**src/isto_pkg.sv**
```systemverilog
// Package for the per-axis interpolation pacing and target override block.
// Assumes a single 20 MHz reference clock and an APB master on the host side.
package isto_pkg;
  // Register byte addresses
  localparam logic [7:0] ADDR_MODE = 8'h00;
  localparam logic [7:0] ADDR_TARGET = 8'h04;
  localparam logic [7:0] ADDR_SPEED = 8'h08;
  localparam logic [7:0] ADDR_CMD = 8'h0C;
  localparam logic [7:0] ADDR_STATUS = 8'h10;
  localparam logic [7:0] ADDR_REMAIN = 8'h14;
  localparam logic [7:0] ADDR_PRE_MODE = 8'h18;
  localparam logic [7:0] ADDR_PRE_TARGET = 8'h1C;
  localparam logic [7:0] ADDR_PRE_SPEED = 8'h20;
  localparam logic [7:0] ADDR_ENV = 8'h24;
  // Mode and environment register fields
  localparam int MODE_OP_LSB = 0;
  localparam int MODE_SDP_BIT = 8;
  localparam int MODE_PACE_BIT = 9;
  localparam int MODE_PCS_BIT = 14;
  localparam int ENV_RCD_BIT = 0;
  // Operation mode codes
  localparam logic [7:0] MOD_INC = 8'h41;
  localparam logic [7:0] MOD_ABS1 = 8'h42;
  localparam logic [7:0] MOD_ABS2 = 8'h43;
  localparam logic [7:0] MOD_REL = 8'h47;
  localparam logic [7:0] MOD_LIN1A = 8'h60;
  localparam logic [7:0] MOD_LIN1B = 8'h61;
  localparam logic [7:0] MOD_CIRA = 8'h64;
  localparam logic [7:0] MOD_CIRB = 8'h65;
  // Commands
  localparam logic [7:0] CMD_START = 8'h51;
  localparam logic [7:0] CMD_STOP = 8'h49;
  localparam logic [7:0] CMD_PRESHIFT = 8'h2B;
  localparam logic [7:0] CMD_CLR_REJ = 8'h2E;
  localparam logic [7:0] CMD_PCS_SUB = 8'h28;
  // Status bits
  localparam int ST_RUN_BIT = 1;
  localparam int ST_REJ_BIT = 4;
  localparam int ST_PCS_BIT = 8;
  localparam int ST_DIR_BIT = 9;
  // Pacing: scaled interval factors, 256 = 1.0
  localparam logic [9:0] K_ONE = 10'h100;
  localparam logic [9:0] K_SQRT2 = 10'h16A;
  localparam logic [9:0] K_SQRT3 = 10'h1BB;
  localparam logic [31:0] RESET_SPEED = 32'h0000_0064;
  localparam logic [31:0] MIN_SPEED = 32'h0000_0004;
  typedef enum logic [2:0] {
    PH_IDLE, PH_ACCEL, PH_CONST, PH_DECEL, PH_REV_DECEL, PH_FL_CONST
  } isto_phase_t;
endpackage

```
**src/isto_axis.sv**
```systemverilog
// One axis: APB registers, pulse pacing, target rewrite and position-start gating.
// Assumes an APB master, a motor driver on pulseOut and sibling axes' pulse flags.
//////////////////////////////////////////////////////////////////////////////
module isto_axis (
  input wire logic clock, // 20 MHz reference clock
  input wire logic rstn, // Asynchronous reset, active low
  input wire logic psel, // APB select
  input wire logic penable, // APB enable
  input wire logic pwrite, // APB direction
  input wire logic [7:0] paddr, // APB byte address
  input wire logic [31:0] pwdata, // APB write data
  output logic [31:0] prdata, // APB read data
  output logic pready, // APB ready
  output logic pslverr, // APB error for unmapped address
  input wire logic [2:0] otherPacedPulse, // Paced pulses from other axes this cycle
  input wire logic comparatorFiveMatch, // Comparator five match, same clock
  input wire logic positionStartInput, // External position-start pin
  output logic pulseOut, // Command pulse to driver
  output logic dirOut, // Direction to driver, 1 = minus
  output logic pacedPulse // This axis pulses and is paced
);
  import isto_pkg::*;

  function automatic logic rewritable(input logic [7:0] m);
    return (m == MOD_INC) || (m == MOD_ABS1) || (m == MOD_ABS2) || (m == MOD_REL);
  endfunction

  //////////////////////////////////////////////////////////////////////////////
  logic [31:0] mode_reg, modeNext, target_reg, speed_reg, env_reg;
  logic [31:0] preMode_reg, preTarget_reg, preSpeed_reg;
  logic [31:0] remain_reg, remainNext, done_reg, curSpeed_reg;
  logic [31:0] interval_reg, intervalNext;
  logic rejected_reg, dir_reg, counting_reg, pulse_reg, sync1_reg, sync2_reg;
  isto_phase_t phase_reg, phaseNext;

  wire access = psel && penable;
  wire wr = access && pwrite;
  wire rd = access && !pwrite;
  wire mapped = (paddr[1:0] == 2'b00) && (paddr <= ADDR_ENV);
  wire cmdWr = wr && (paddr == ADDR_CMD);
  wire [7:0] cmd = pwdata[7:0];
  wire targetWr = wr && (paddr == ADDR_TARGET);
  wire statusRd = rd && (paddr == ADDR_STATUS);
  wire [7:0] opMode = mode_reg[MODE_OP_LSB +: 8];
  wire running = (phase_reg != PH_IDLE);
  wire finalPulse = pulse_reg && counting_reg && (remain_reg == 32'h0000_0001);
  wire preShift = (cmdWr && (cmd == CMD_PRESHIFT)) || comparatorFiveMatch;
  wire pcsOn = sync2_reg || (cmdWr && (cmd == CMD_PCS_SUB));

  // Accept only while moving, never on the final pulse cycle
  wire accept = targetWr && running && rewritable(opMode) && !finalPulse;
  wire reject = targetWr && !accept;
  // Incremental: new remaining measured from start point
  wire [31:0] newRemain = pwdata - done_reg;
  wire passed = (pwdata <= done_reg);
  wire farther = pwdata > target_reg;

  // Pacing count: only paced axes; four axes get the three-axis factor
  wire paceMode = (opMode == MOD_LIN1A) || (opMode == MOD_LIN1B) ||
                  (opMode == MOD_CIRA) || (opMode == MOD_CIRB);
  wire paceOn = mode_reg[MODE_PACE_BIT] && paceMode;
  wire [2:0] nPaced = {2'b00, pacedPulse} + {2'b00, otherPacedPulse[0]} +
                      {2'b00, otherPacedPulse[1]} + {2'b00, otherPacedPulse[2]};
  wire [9:0] kFac = (!pacedPulse || nPaced < 3'd2) ? K_ONE :
                    (nPaced == 3'd2) ? K_SQRT2 : K_SQRT3;
  wire [41:0] stretched = {10'h000, curSpeed_reg} * {32'h0000_0000, kFac};

  //////////////////////////////////////////////////////////////////////////////
  // Phase and remaining count
  always_comb begin
    phaseNext = phase_reg;
    remainNext = remain_reg;
    modeNext = mode_reg;
    if (cmdWr && cmd == CMD_START && !running) begin
      phaseNext = PH_ACCEL;
      remainNext = target_reg;
    end else if (cmdWr && cmd == CMD_STOP) begin
      phaseNext = PH_IDLE;
    end else if (finalPulse) begin
      phaseNext = PH_IDLE;
      remainNext = 32'h0000_0000;
    end else begin
      if (pulse_reg && counting_reg && remain_reg != 32'h0000_0000)
        remainNext = remain_reg - 32'h0000_0001;
      case (phase_reg)
        PH_ACCEL: if (curSpeed_reg <= speed_reg || curSpeed_reg <= MIN_SPEED) phaseNext = PH_CONST;
        // Auto slow-down point; exact in circles only at quarter-turn ends
        PH_CONST:
          if (counting_reg && remain_reg <= (curSpeed_reg >> 4)) phaseNext = PH_DECEL;
        PH_DECEL: if (curSpeed_reg >= RESET_SPEED) phaseNext = PH_FL_CONST;
        PH_REV_DECEL: if (curSpeed_reg >= RESET_SPEED) phaseNext = PH_ACCEL;
        PH_FL_CONST, PH_IDLE: ;
        default: phaseNext = PH_IDLE;
      endcase
    end
    if (accept) begin
      remainNext = passed ? (done_reg - pwdata) : newRemain;
      if (passed || !farther) begin
        // Short or passed: ramp down to start speed, then accelerate; passed reverses at once
        phaseNext = PH_REV_DECEL;
      end else if (phase_reg == PH_REV_DECEL) begin
        phaseNext = mode_reg[MODE_SDP_BIT] ? PH_REV_DECEL : PH_FL_CONST;
      end else if (phase_reg == PH_DECEL) begin
        phaseNext = PH_ACCEL;
      end // Accel or constant keep their pattern
    end
    if (preShift) begin
      modeNext = preMode_reg;
      remainNext = preTarget_reg;
    end
  end

  // Interval between pulses from speed, stretched when pacing
  always_comb begin
    intervalNext = interval_reg - 32'h0000_0001;
    // Reload one short: the pulse cycle itself counts toward the period
    if (pulse_reg)
      intervalNext = (paceOn ? stretched[39:8] : curSpeed_reg) - 32'h0000_0001;
  end

  //////////////////////////////////////////////////////////////////////////////
  always_ff @(posedge clock or negedge rstn) begin
    if (!rstn) begin
      mode_reg <= 32'h0000_0000;
      target_reg <= 32'h0000_0000;
      speed_reg <= RESET_SPEED;
      env_reg <= 32'h0000_0000;
      preMode_reg <= 32'h0000_0000;
      preTarget_reg <= 32'h0000_0000;
      preSpeed_reg <= RESET_SPEED;
    end else begin
      mode_reg <= (wr && paddr == ADDR_MODE) ? pwdata : modeNext;
      if (wr && paddr == ADDR_TARGET) target_reg <= pwdata;
      else if (preShift) target_reg <= preTarget_reg;
      if (wr && paddr == ADDR_SPEED) speed_reg <= pwdata;
      else if (preShift) speed_reg <= preSpeed_reg;
      if (wr && paddr == ADDR_ENV) env_reg <= pwdata;
      if (wr && paddr == ADDR_PRE_MODE) preMode_reg <= pwdata;
      if (wr && paddr == ADDR_PRE_TARGET) preTarget_reg <= pwdata;
      if (wr && paddr == ADDR_PRE_SPEED) preSpeed_reg <= pwdata;
    end
  end

  // Rejected flag: set wins over either clear
  always_ff @(posedge clock or negedge rstn) begin
    if (!rstn)
      rejected_reg <= 1'b0;
    else if (reject)
      rejected_reg <= 1'b1;
    else if ((cmdWr && cmd == CMD_CLR_REJ) || (statusRd && !env_reg[ENV_RCD_BIT]))
      rejected_reg <= 1'b0;
  end

  // Two-stage synchroniser; read at the start, while running and by status
  always_ff @(posedge clock or negedge rstn) begin
    if (!rstn) begin
      sync1_reg <= 1'b0;
      sync2_reg <= 1'b0;
    end else begin
      sync1_reg <= positionStartInput;
      sync2_reg <= sync1_reg;
    end
  end

  always_ff @(posedge clock or negedge rstn) begin
    if (!rstn) begin
      phase_reg <= PH_IDLE;
      remain_reg <= 32'h0000_0000;
      done_reg <= 32'h0000_0000;
      counting_reg <= 1'b0;
      dir_reg <= 1'b0;
    end else begin
      phase_reg <= phaseNext;
      remain_reg <= remainNext;
      if (cmdWr && cmd == CMD_START && !running) begin
        done_reg <= 32'h0000_0000;
        counting_reg <= !mode_reg[MODE_PCS_BIT] || sync2_reg;
      end else begin
        if (pulse_reg) done_reg <= dir_reg ? done_reg - 32'h0000_0001 : done_reg + 32'h0000_0001;
        if (running && pcsOn) counting_reg <= 1'b1;
      end
      if (cmdWr && cmd == CMD_START && !running) dir_reg <= 1'b0;
      else if (accept && passed) dir_reg <= !dir_reg;
    end
  end

  // Speed ramp and pulse timer; larger value means slower pulses
  always_ff @(posedge clock or negedge rstn) begin
    if (!rstn) begin
      curSpeed_reg <= RESET_SPEED;
      interval_reg <= RESET_SPEED;
      pulse_reg <= 1'b0;
    end else begin
      pulse_reg <= running && (interval_reg == 32'h0000_0001);
      interval_reg <= running ? intervalNext : RESET_SPEED;
      if (!running) curSpeed_reg <= RESET_SPEED;
      else if (pulse_reg && phase_reg == PH_ACCEL && curSpeed_reg > MIN_SPEED &&
               curSpeed_reg > speed_reg)
        curSpeed_reg <= curSpeed_reg - 32'h0000_0001;
      else if (pulse_reg && (phase_reg == PH_DECEL || phase_reg == PH_REV_DECEL) &&
               curSpeed_reg < RESET_SPEED)
        curSpeed_reg <= curSpeed_reg + 32'h0000_0001;
    end
  end

  //////////////////////////////////////////////////////////////////////////////
  wire [31:0] statusWord = {22'h000000, dir_reg, sync2_reg, 3'b000, rejected_reg,
                            2'b00, running, 1'b0};
  always_comb begin
    case (paddr)
      ADDR_MODE: prdata = mode_reg;
      ADDR_TARGET: prdata = target_reg;
      ADDR_SPEED: prdata = speed_reg;
      ADDR_STATUS: prdata = statusWord;
      ADDR_REMAIN: prdata = remain_reg;
      ADDR_PRE_MODE: prdata = preMode_reg;
      ADDR_PRE_TARGET: prdata = preTarget_reg;
      ADDR_PRE_SPEED: prdata = preSpeed_reg;
      ADDR_ENV: prdata = env_reg;
      default: prdata = 32'h0000_0000;
    endcase
  end
  assign pready = 1'b1;
  assign pslverr = access && !mapped;
  assign pulseOut = pulse_reg;
  assign dirOut = dir_reg;
  assign pacedPulse = pulse_reg && paceOn;
endmodule

```
**config.mk**
```make
export PLATFORM = sky130hd
export DESIGN_NAME = isto_axis
export DESIGN_NICKNAME = d
export VERILOG_FILES = /design/src/isto_pkg.sv /design/src/isto_axis.sv
export SDC_FILE = /design/constraint.sdc
export NUM_CORES = 2
export LEC_CHECK = 0
export BUFFER_PORTS_ARGS = -buffer_cell sky130_fd_sc_hd__buf_4
export CORE_MARGIN = 2
export CORE_UTILIZATION = 30
export DETAILED_ROUTE_END_ITERATION = 8
export HOLD_SLACK_MARGIN = 0.15
export SETUP_SLACK_MARGIN = 0.2
export SLEW_MARGIN = 10
export SYNTH_ARGS = -nofsm -noshare
export SYNTH_HDL_FRONTEND = slang
export SYNTH_SLANG_ARGS = --single-unit
```
**constraint.sdc**
```tcl
create_clock -name clock -period 17.85 [get_ports clock]
set_input_delay 3.57 -clock clock [delete_from_list [all_inputs] [get_ports clock]]
set_output_delay 3.57 -clock clock [all_outputs]
set_load 0.05 [all_outputs]
```
Yosys cells after proc, flatten, opt, wreduce, memory -nomap -nowiden
Cells that the tools add are included.
W data, S select, Z words.
Operators by class
  div/mod/pow operators: 0
  bitwise logic cells: 0
  eq/ne operators: 32
  order comparisons: 11
  shift operators: 0
  reduce and logical (&&, ||, !) cells: 78
  add/sub/neg operators: 12
  $mul: 1
  multiplexer cells: 44
Operator list (count)
  $mux W32: 22
  $pmux W32 S9: 1
  $sub A32 B1 Y32 const B: 5
  $eq A8 B7 Y1 const B: 10
  $add A32 B1 Y32 const B: 2
  $eq A32 B1 Y1 const B: 2
  $gt A32 B32 Y1: 2
  $le A32 B32 Y1: 2
  $sub A32 B32 Y32: 2
  $eq A8 B6 Y1 const B: 5
  $mul A32 B9 Y40: 1
  $logic_and A1 B1 Y1: 39
  $mux W3: 11
  $eq A8 B5 Y1 const B: 4
  $ge A32 B7 Y1 const B: 1
  $gt A32 B3 Y1 const B: 1
  $le A32 B28 Y1: 1
  $le A32 B3 Y1 const B: 1
  $lt A32 B7 Y1 const B: 1
  $reduce_bool A32 Y1: 1
  $eq A8 B4 Y1 const B: 2
  $mux W8: 2
  $pmux W3 S5: 1
  $logic_or A1 B1 Y1: 14
  other kinds (21): 45
Storage, ports and cells
  memories kept: 0
  output and inout port bits: 37
  RAM bits: 0
  memory bits (read-only): 0
  logic and storage cells: 196
  register bits: 361
  bits in latches: 0

Longest topological paths before layout
  word-level depth: 17
  mapped depth: 41
  gate-level depth less buffers: 36

Worst setup path after synthesis
No wires, ideal clock.
  path kind: input-to-reg
  start: input port otherPacedPulse[0]
  end: register interval_reg[28]
  stages on the path: 31
  data arrival time: 10620 ps
  path buffers: 1
  setup slack: 7093 ps
  setup time: 137 ps
  cell sequence: fa_1 -> ha_1 -> inv_1 -> ha_1 -> nor3_1 -> clkbuf_1 -> nand2_1 -> nor2_1 -> inv_1 -> fa_1 -> fa_1 -> fa_1 -> inv_1 -> fa_1 -> ha_1 -> and3b_1 -> a22o_2 -> o21a_1 -> nor2_1 -> xor2_1 -> nor2_1 -> a21oi_1 -> ha_1 -> o211ai_1 -> nor3_1 -> nand3_1 -> and3b_1 -> nand3_1 -> nor4_1 -> xor2_1 -> a21oi_1
Between the ends
  word-level cells in the longest chain between the ends: 11
  elaborated cells between the ends (all ways): 13
  classes of those cells: 4 x add/sub; 1 x mul; 1 x order compare; 1 x eq/ne; 5 x mux; 1 x reduce/logical
RTL lines
  start: declaration: RTL line isto_axis.sv:15  | input wire logic [2:0] otherPacedPulse,
  $add A1 B1 Y2 *: RTL line isto_axis.sv:62  | wire [2:0] nPaced = {2'b00, pacedPulse} + {2'b00, otherPacedPulse[0]} +
  $add A2 B1 Y3 *: RTL line isto_axis.sv:62
  $add A3 B1 Y3 *: RTL line isto_axis.sv:63  | {2'b00, otherPacedPulse[1]} + {2'b00, otherPacedPulse[2]};
  $lt A3 B2 Y1 or $eq A3 B2 Y1 (tied branches): RTL line isto_axis.sv:64, isto_axis.sv:65
  $logic_or A1 B1 Y1 or $mux W8 (tied branches): RTL line isto_axis.sv:64, isto_axis.sv:65
  $mux W8 *: RTL line isto_axis.sv:64  | wire [9:0] kFac = (!pacedPulse || nPaced < 3'd2) ? K_ONE :
  $mul A32 B9 Y40 *: RTL line isto_axis.sv:66  | wire [41:0] stretched = {10'h000, curSpeed_reg} * {32'h0000_0000, kFac};
  $mux W32 *: RTL line isto_axis.sv:118  | intervalNext = (paceOn ? stretched[39:8] : curSpeed_reg) - 32'h0000_0001;
  $sub A32 B1 Y32 *: RTL line isto_axis.sv:118
  $mux W32 *: RTL line isto_axis.sv:117  | if (pulse_reg)
  $mux W32 *: RTL line isto_axis.sv:195  | interval_reg <= running ? intervalNext : RESET_SPEED;
  end signal: assignment: RTL line isto_axis.sv:195
  end: declaration: RTL line isto_axis.sv:32  | logic [31:0] interval_reg, intervalNext;
Every way passes the cells marked *; elsewhere a longest branch is shown, timed or not.
A chain may end at the register's enable or synchronous reset.

Worst setup path in the final report
Same ends and word-level chain as after synthesis.

==> results.yml <==
die:
  core_area_um2: 116000
  die_area_um2: 120000
  ios: 87
  die_y_um: 346
  initial_core_util_pct: 30.2
  die_w_um: 346
  num_rows: 125
global_routing:
  grt_max_degree: 78
  antenna_found_initial: 2
  grt_overflow: 0
  grt_pass1_wl_um: 182000
  grt_use_total_pct: 19.4
  first_global_vias: 30838
clock_tree:
  cts.clk_slew.worst_paths_ps: 60
  cts_max_level: 2
  holdBufCountCts: 0
  cts_root_buffer: "clkbuf_16"
  cts_made_buffers: 45
  cts_buffer_depth: 3
  cts_resized: 0
  cts_tree: "done"
  clock_sinks: 361
  clk_latency_ps: 630
  postCtsSetupBuffers: 0
logic_synthesis:
  yosysWarnings: 0
  synth_compound_area_share_pct: 21.5
  synth-edff-count: 0
  synth-seq-area-share_pct: 25.8
  yosysUniqueCellTypes: 100
  synth_top_family_by_area: "compound AO/OA/AOI/OAI gates"
  synth.area.top_cells: "dfrtp_1 (25%), ha_1 (11%), fa_1 (10%)"
  synthMuxAreaShare_pct: 3.71
  synthTopCellsByCount: "inv_1 (516), nand2_1 (490), o21ai_0 (357)"
  synth_top_area_share_pct: 24.9
  postSynthAreaPerCell_um2: 8.32
  syn_nets: 4756
  syn_inst: 4216
  syn_area_um2: 35100
  ys_async_sr_fraction_pct: 100
  synth.most_common_cell: "inv_1"
  synth_flop_cell: "dfrtp_1"
  synthSimpleGateAreaFrac_pct: 15.3
  synth-xor-area-share_pct: 4.72
  synth_adder_area_share_pct: 21.3
  ys_seq_elements: 361
  yosysTopAreaCell: "dfrtp_1"
setup_path:
  cpPeakStageDelay_ps: 530
  required_ps: 18300
  cp_max_fo: 36
  startpoint_type: "input pin"
  worst-setup-path-type: "input pin to register"
  crit_slowest_cell: "fa_1"
  arrival_ps: 11150
  crit_path_end_kind: "register"
  cpMostUsedCell: "fa_1"
timing:
  post-route-min-period_ps: 10700
  fin_setup_tns_ps: 0
  worst_slack_ps: 7150
  rsz0062_at_grt: "no"
  finalCritPeriodShare_pct: 59.9
  slew_headroom_pct: 30.5
  setup_viol: 0
  timing.fmax_ghz: 0.0935
  report.final.slew_viol_count: 0
  final_hold_viol_count: 0
  fin_worst_skew_ps: 25.8
  worstMarginPinSlew_ps: 1040
routing:
  dr.pass1.iters: 9
  post-route-drc-count: 0
  drt-vias-per-instance: 5.40
  postRouteAntennaNets: 0
  wire_per_inst_um: 20.6
  vias: 31079
  drtIter0Drc: 3249
  wl_um: 119000
power:
  power_leakage_nw: 18.6
  ir_drop_uv: 66.6
  power.density_nw_per_um2: 53.1
hold_path:
  hp-class: "register to register"
placement:
  port_buffers: 85
  dpl.hpwl_um: 88700
  dp_slack_ps: 6500
  gp_congestion: 0.908
run:
  cap_violations: 0
finish:
  drive_gt1_share_pct: 7.23
  layout.nets: 4738
  area_growth_pct: 10.7
run_status:
  status: "completed"
==> routing by layer <==
| layer | global-route usage, % | wire length (um) |
|---|---|---|
| met1 | 26.2 | 52500 |
| met2 | 31.6 | 53800 |
| met3 | 3.32 | 8830 |
| met4 | 5.68 | 3490 |
| met5 | 0 | 13 |
==> through the flow <==
stage	utilization (%)	std cells	cell area [um^2]	total power, W	hold slack, ps
4_1_cts	33.4	5755	38800	0.00208	371
2_1_floorplan	-	4216	35100	0.00101	331
3_3_place_gp	32.2	5675	37300	0.00112	343
6_report	33.4	5756	38800	0.00206	374
3_5_place_dp	32.2	5675	37300	0.00112	335
5_1_grt	33.4	5755	38800	0.00214	390
==> logic make-up after synthesis <==
kind of cell | Yosys count
mux | 129
xor+xnor | 189
fa+ha+maj | 490
flops | 361
buf+inv | 712
compound gates | 1171
simple gates | 1163
other cells | 1
==> area by class of cell <==
cell class	count	area, um^2
timing repair buffer	131	991
inverter	516	1940
clock buffer	58	1220
sequential	361	9050
multi-input combinational	3143	23400
clock inverter	22	267
antenna	1	2.50
fill	12128	77200
tap	1524	1910
==> placed cells by master (no fill, tap or decap), drive strengths merged, types with 25 or more instances in the layout <==
cell type    n
nand3       89
nand2b      31
fa         176
xor2        68
a21oi      277
nor3        84
dfrtp      349
a222oi      58
inv        518
mux2i      122
nor4        35
a22oi       40
ha         314
nand4       42
xnor2      121
nand2      491
nor2       257
buf        131
a21o       116
a211oi      71
o31ai       25
clkbuf      58
o21ai      367
a31oi       25
o21bai      28
==> power by group <==
group | leakage, nW | switching [W] | internal, W
combinational | 13.1 | 0.000164 | 0.0000853
sequential | 4.80 | 0.0000286 | 0.000834
clock | 0.715 | 0.000417 | 0.000534
total | 18.6 | 0.000609 | 0.00145
==> final timing paths <==
kind | from | to | slack [ps] | cells past startpoint
max in group asynchronous | rstn | pulseOut | 12390 | 3
worst max register to register | mode_reg[7] | interval_reg[28] | 8780 | 33
worst min-delay path | sync1_reg | sync2_reg | 370 | 0
worst max-delay path | otherPacedPulse[0] | interval_reg[28] | 7150 | 32
min in group asynchronous | rstn | done_reg[30] | 2940 | 1
worst min register to register | sync1_reg | sync2_reg | 370 | 0
==> critical path, delay by kind of cell <==
family / cells / cell delay (ps)
XOR/XNOR: 2 / 330
AND/OR/NAND/NOR: 11 / 2440
adder cells (fa/ha/maj): 9 / 3320
AO/OA/AOI/OAI: 5 / 800
buffers and inverters: 5 / 690
(Power assumes the default switching activity.)
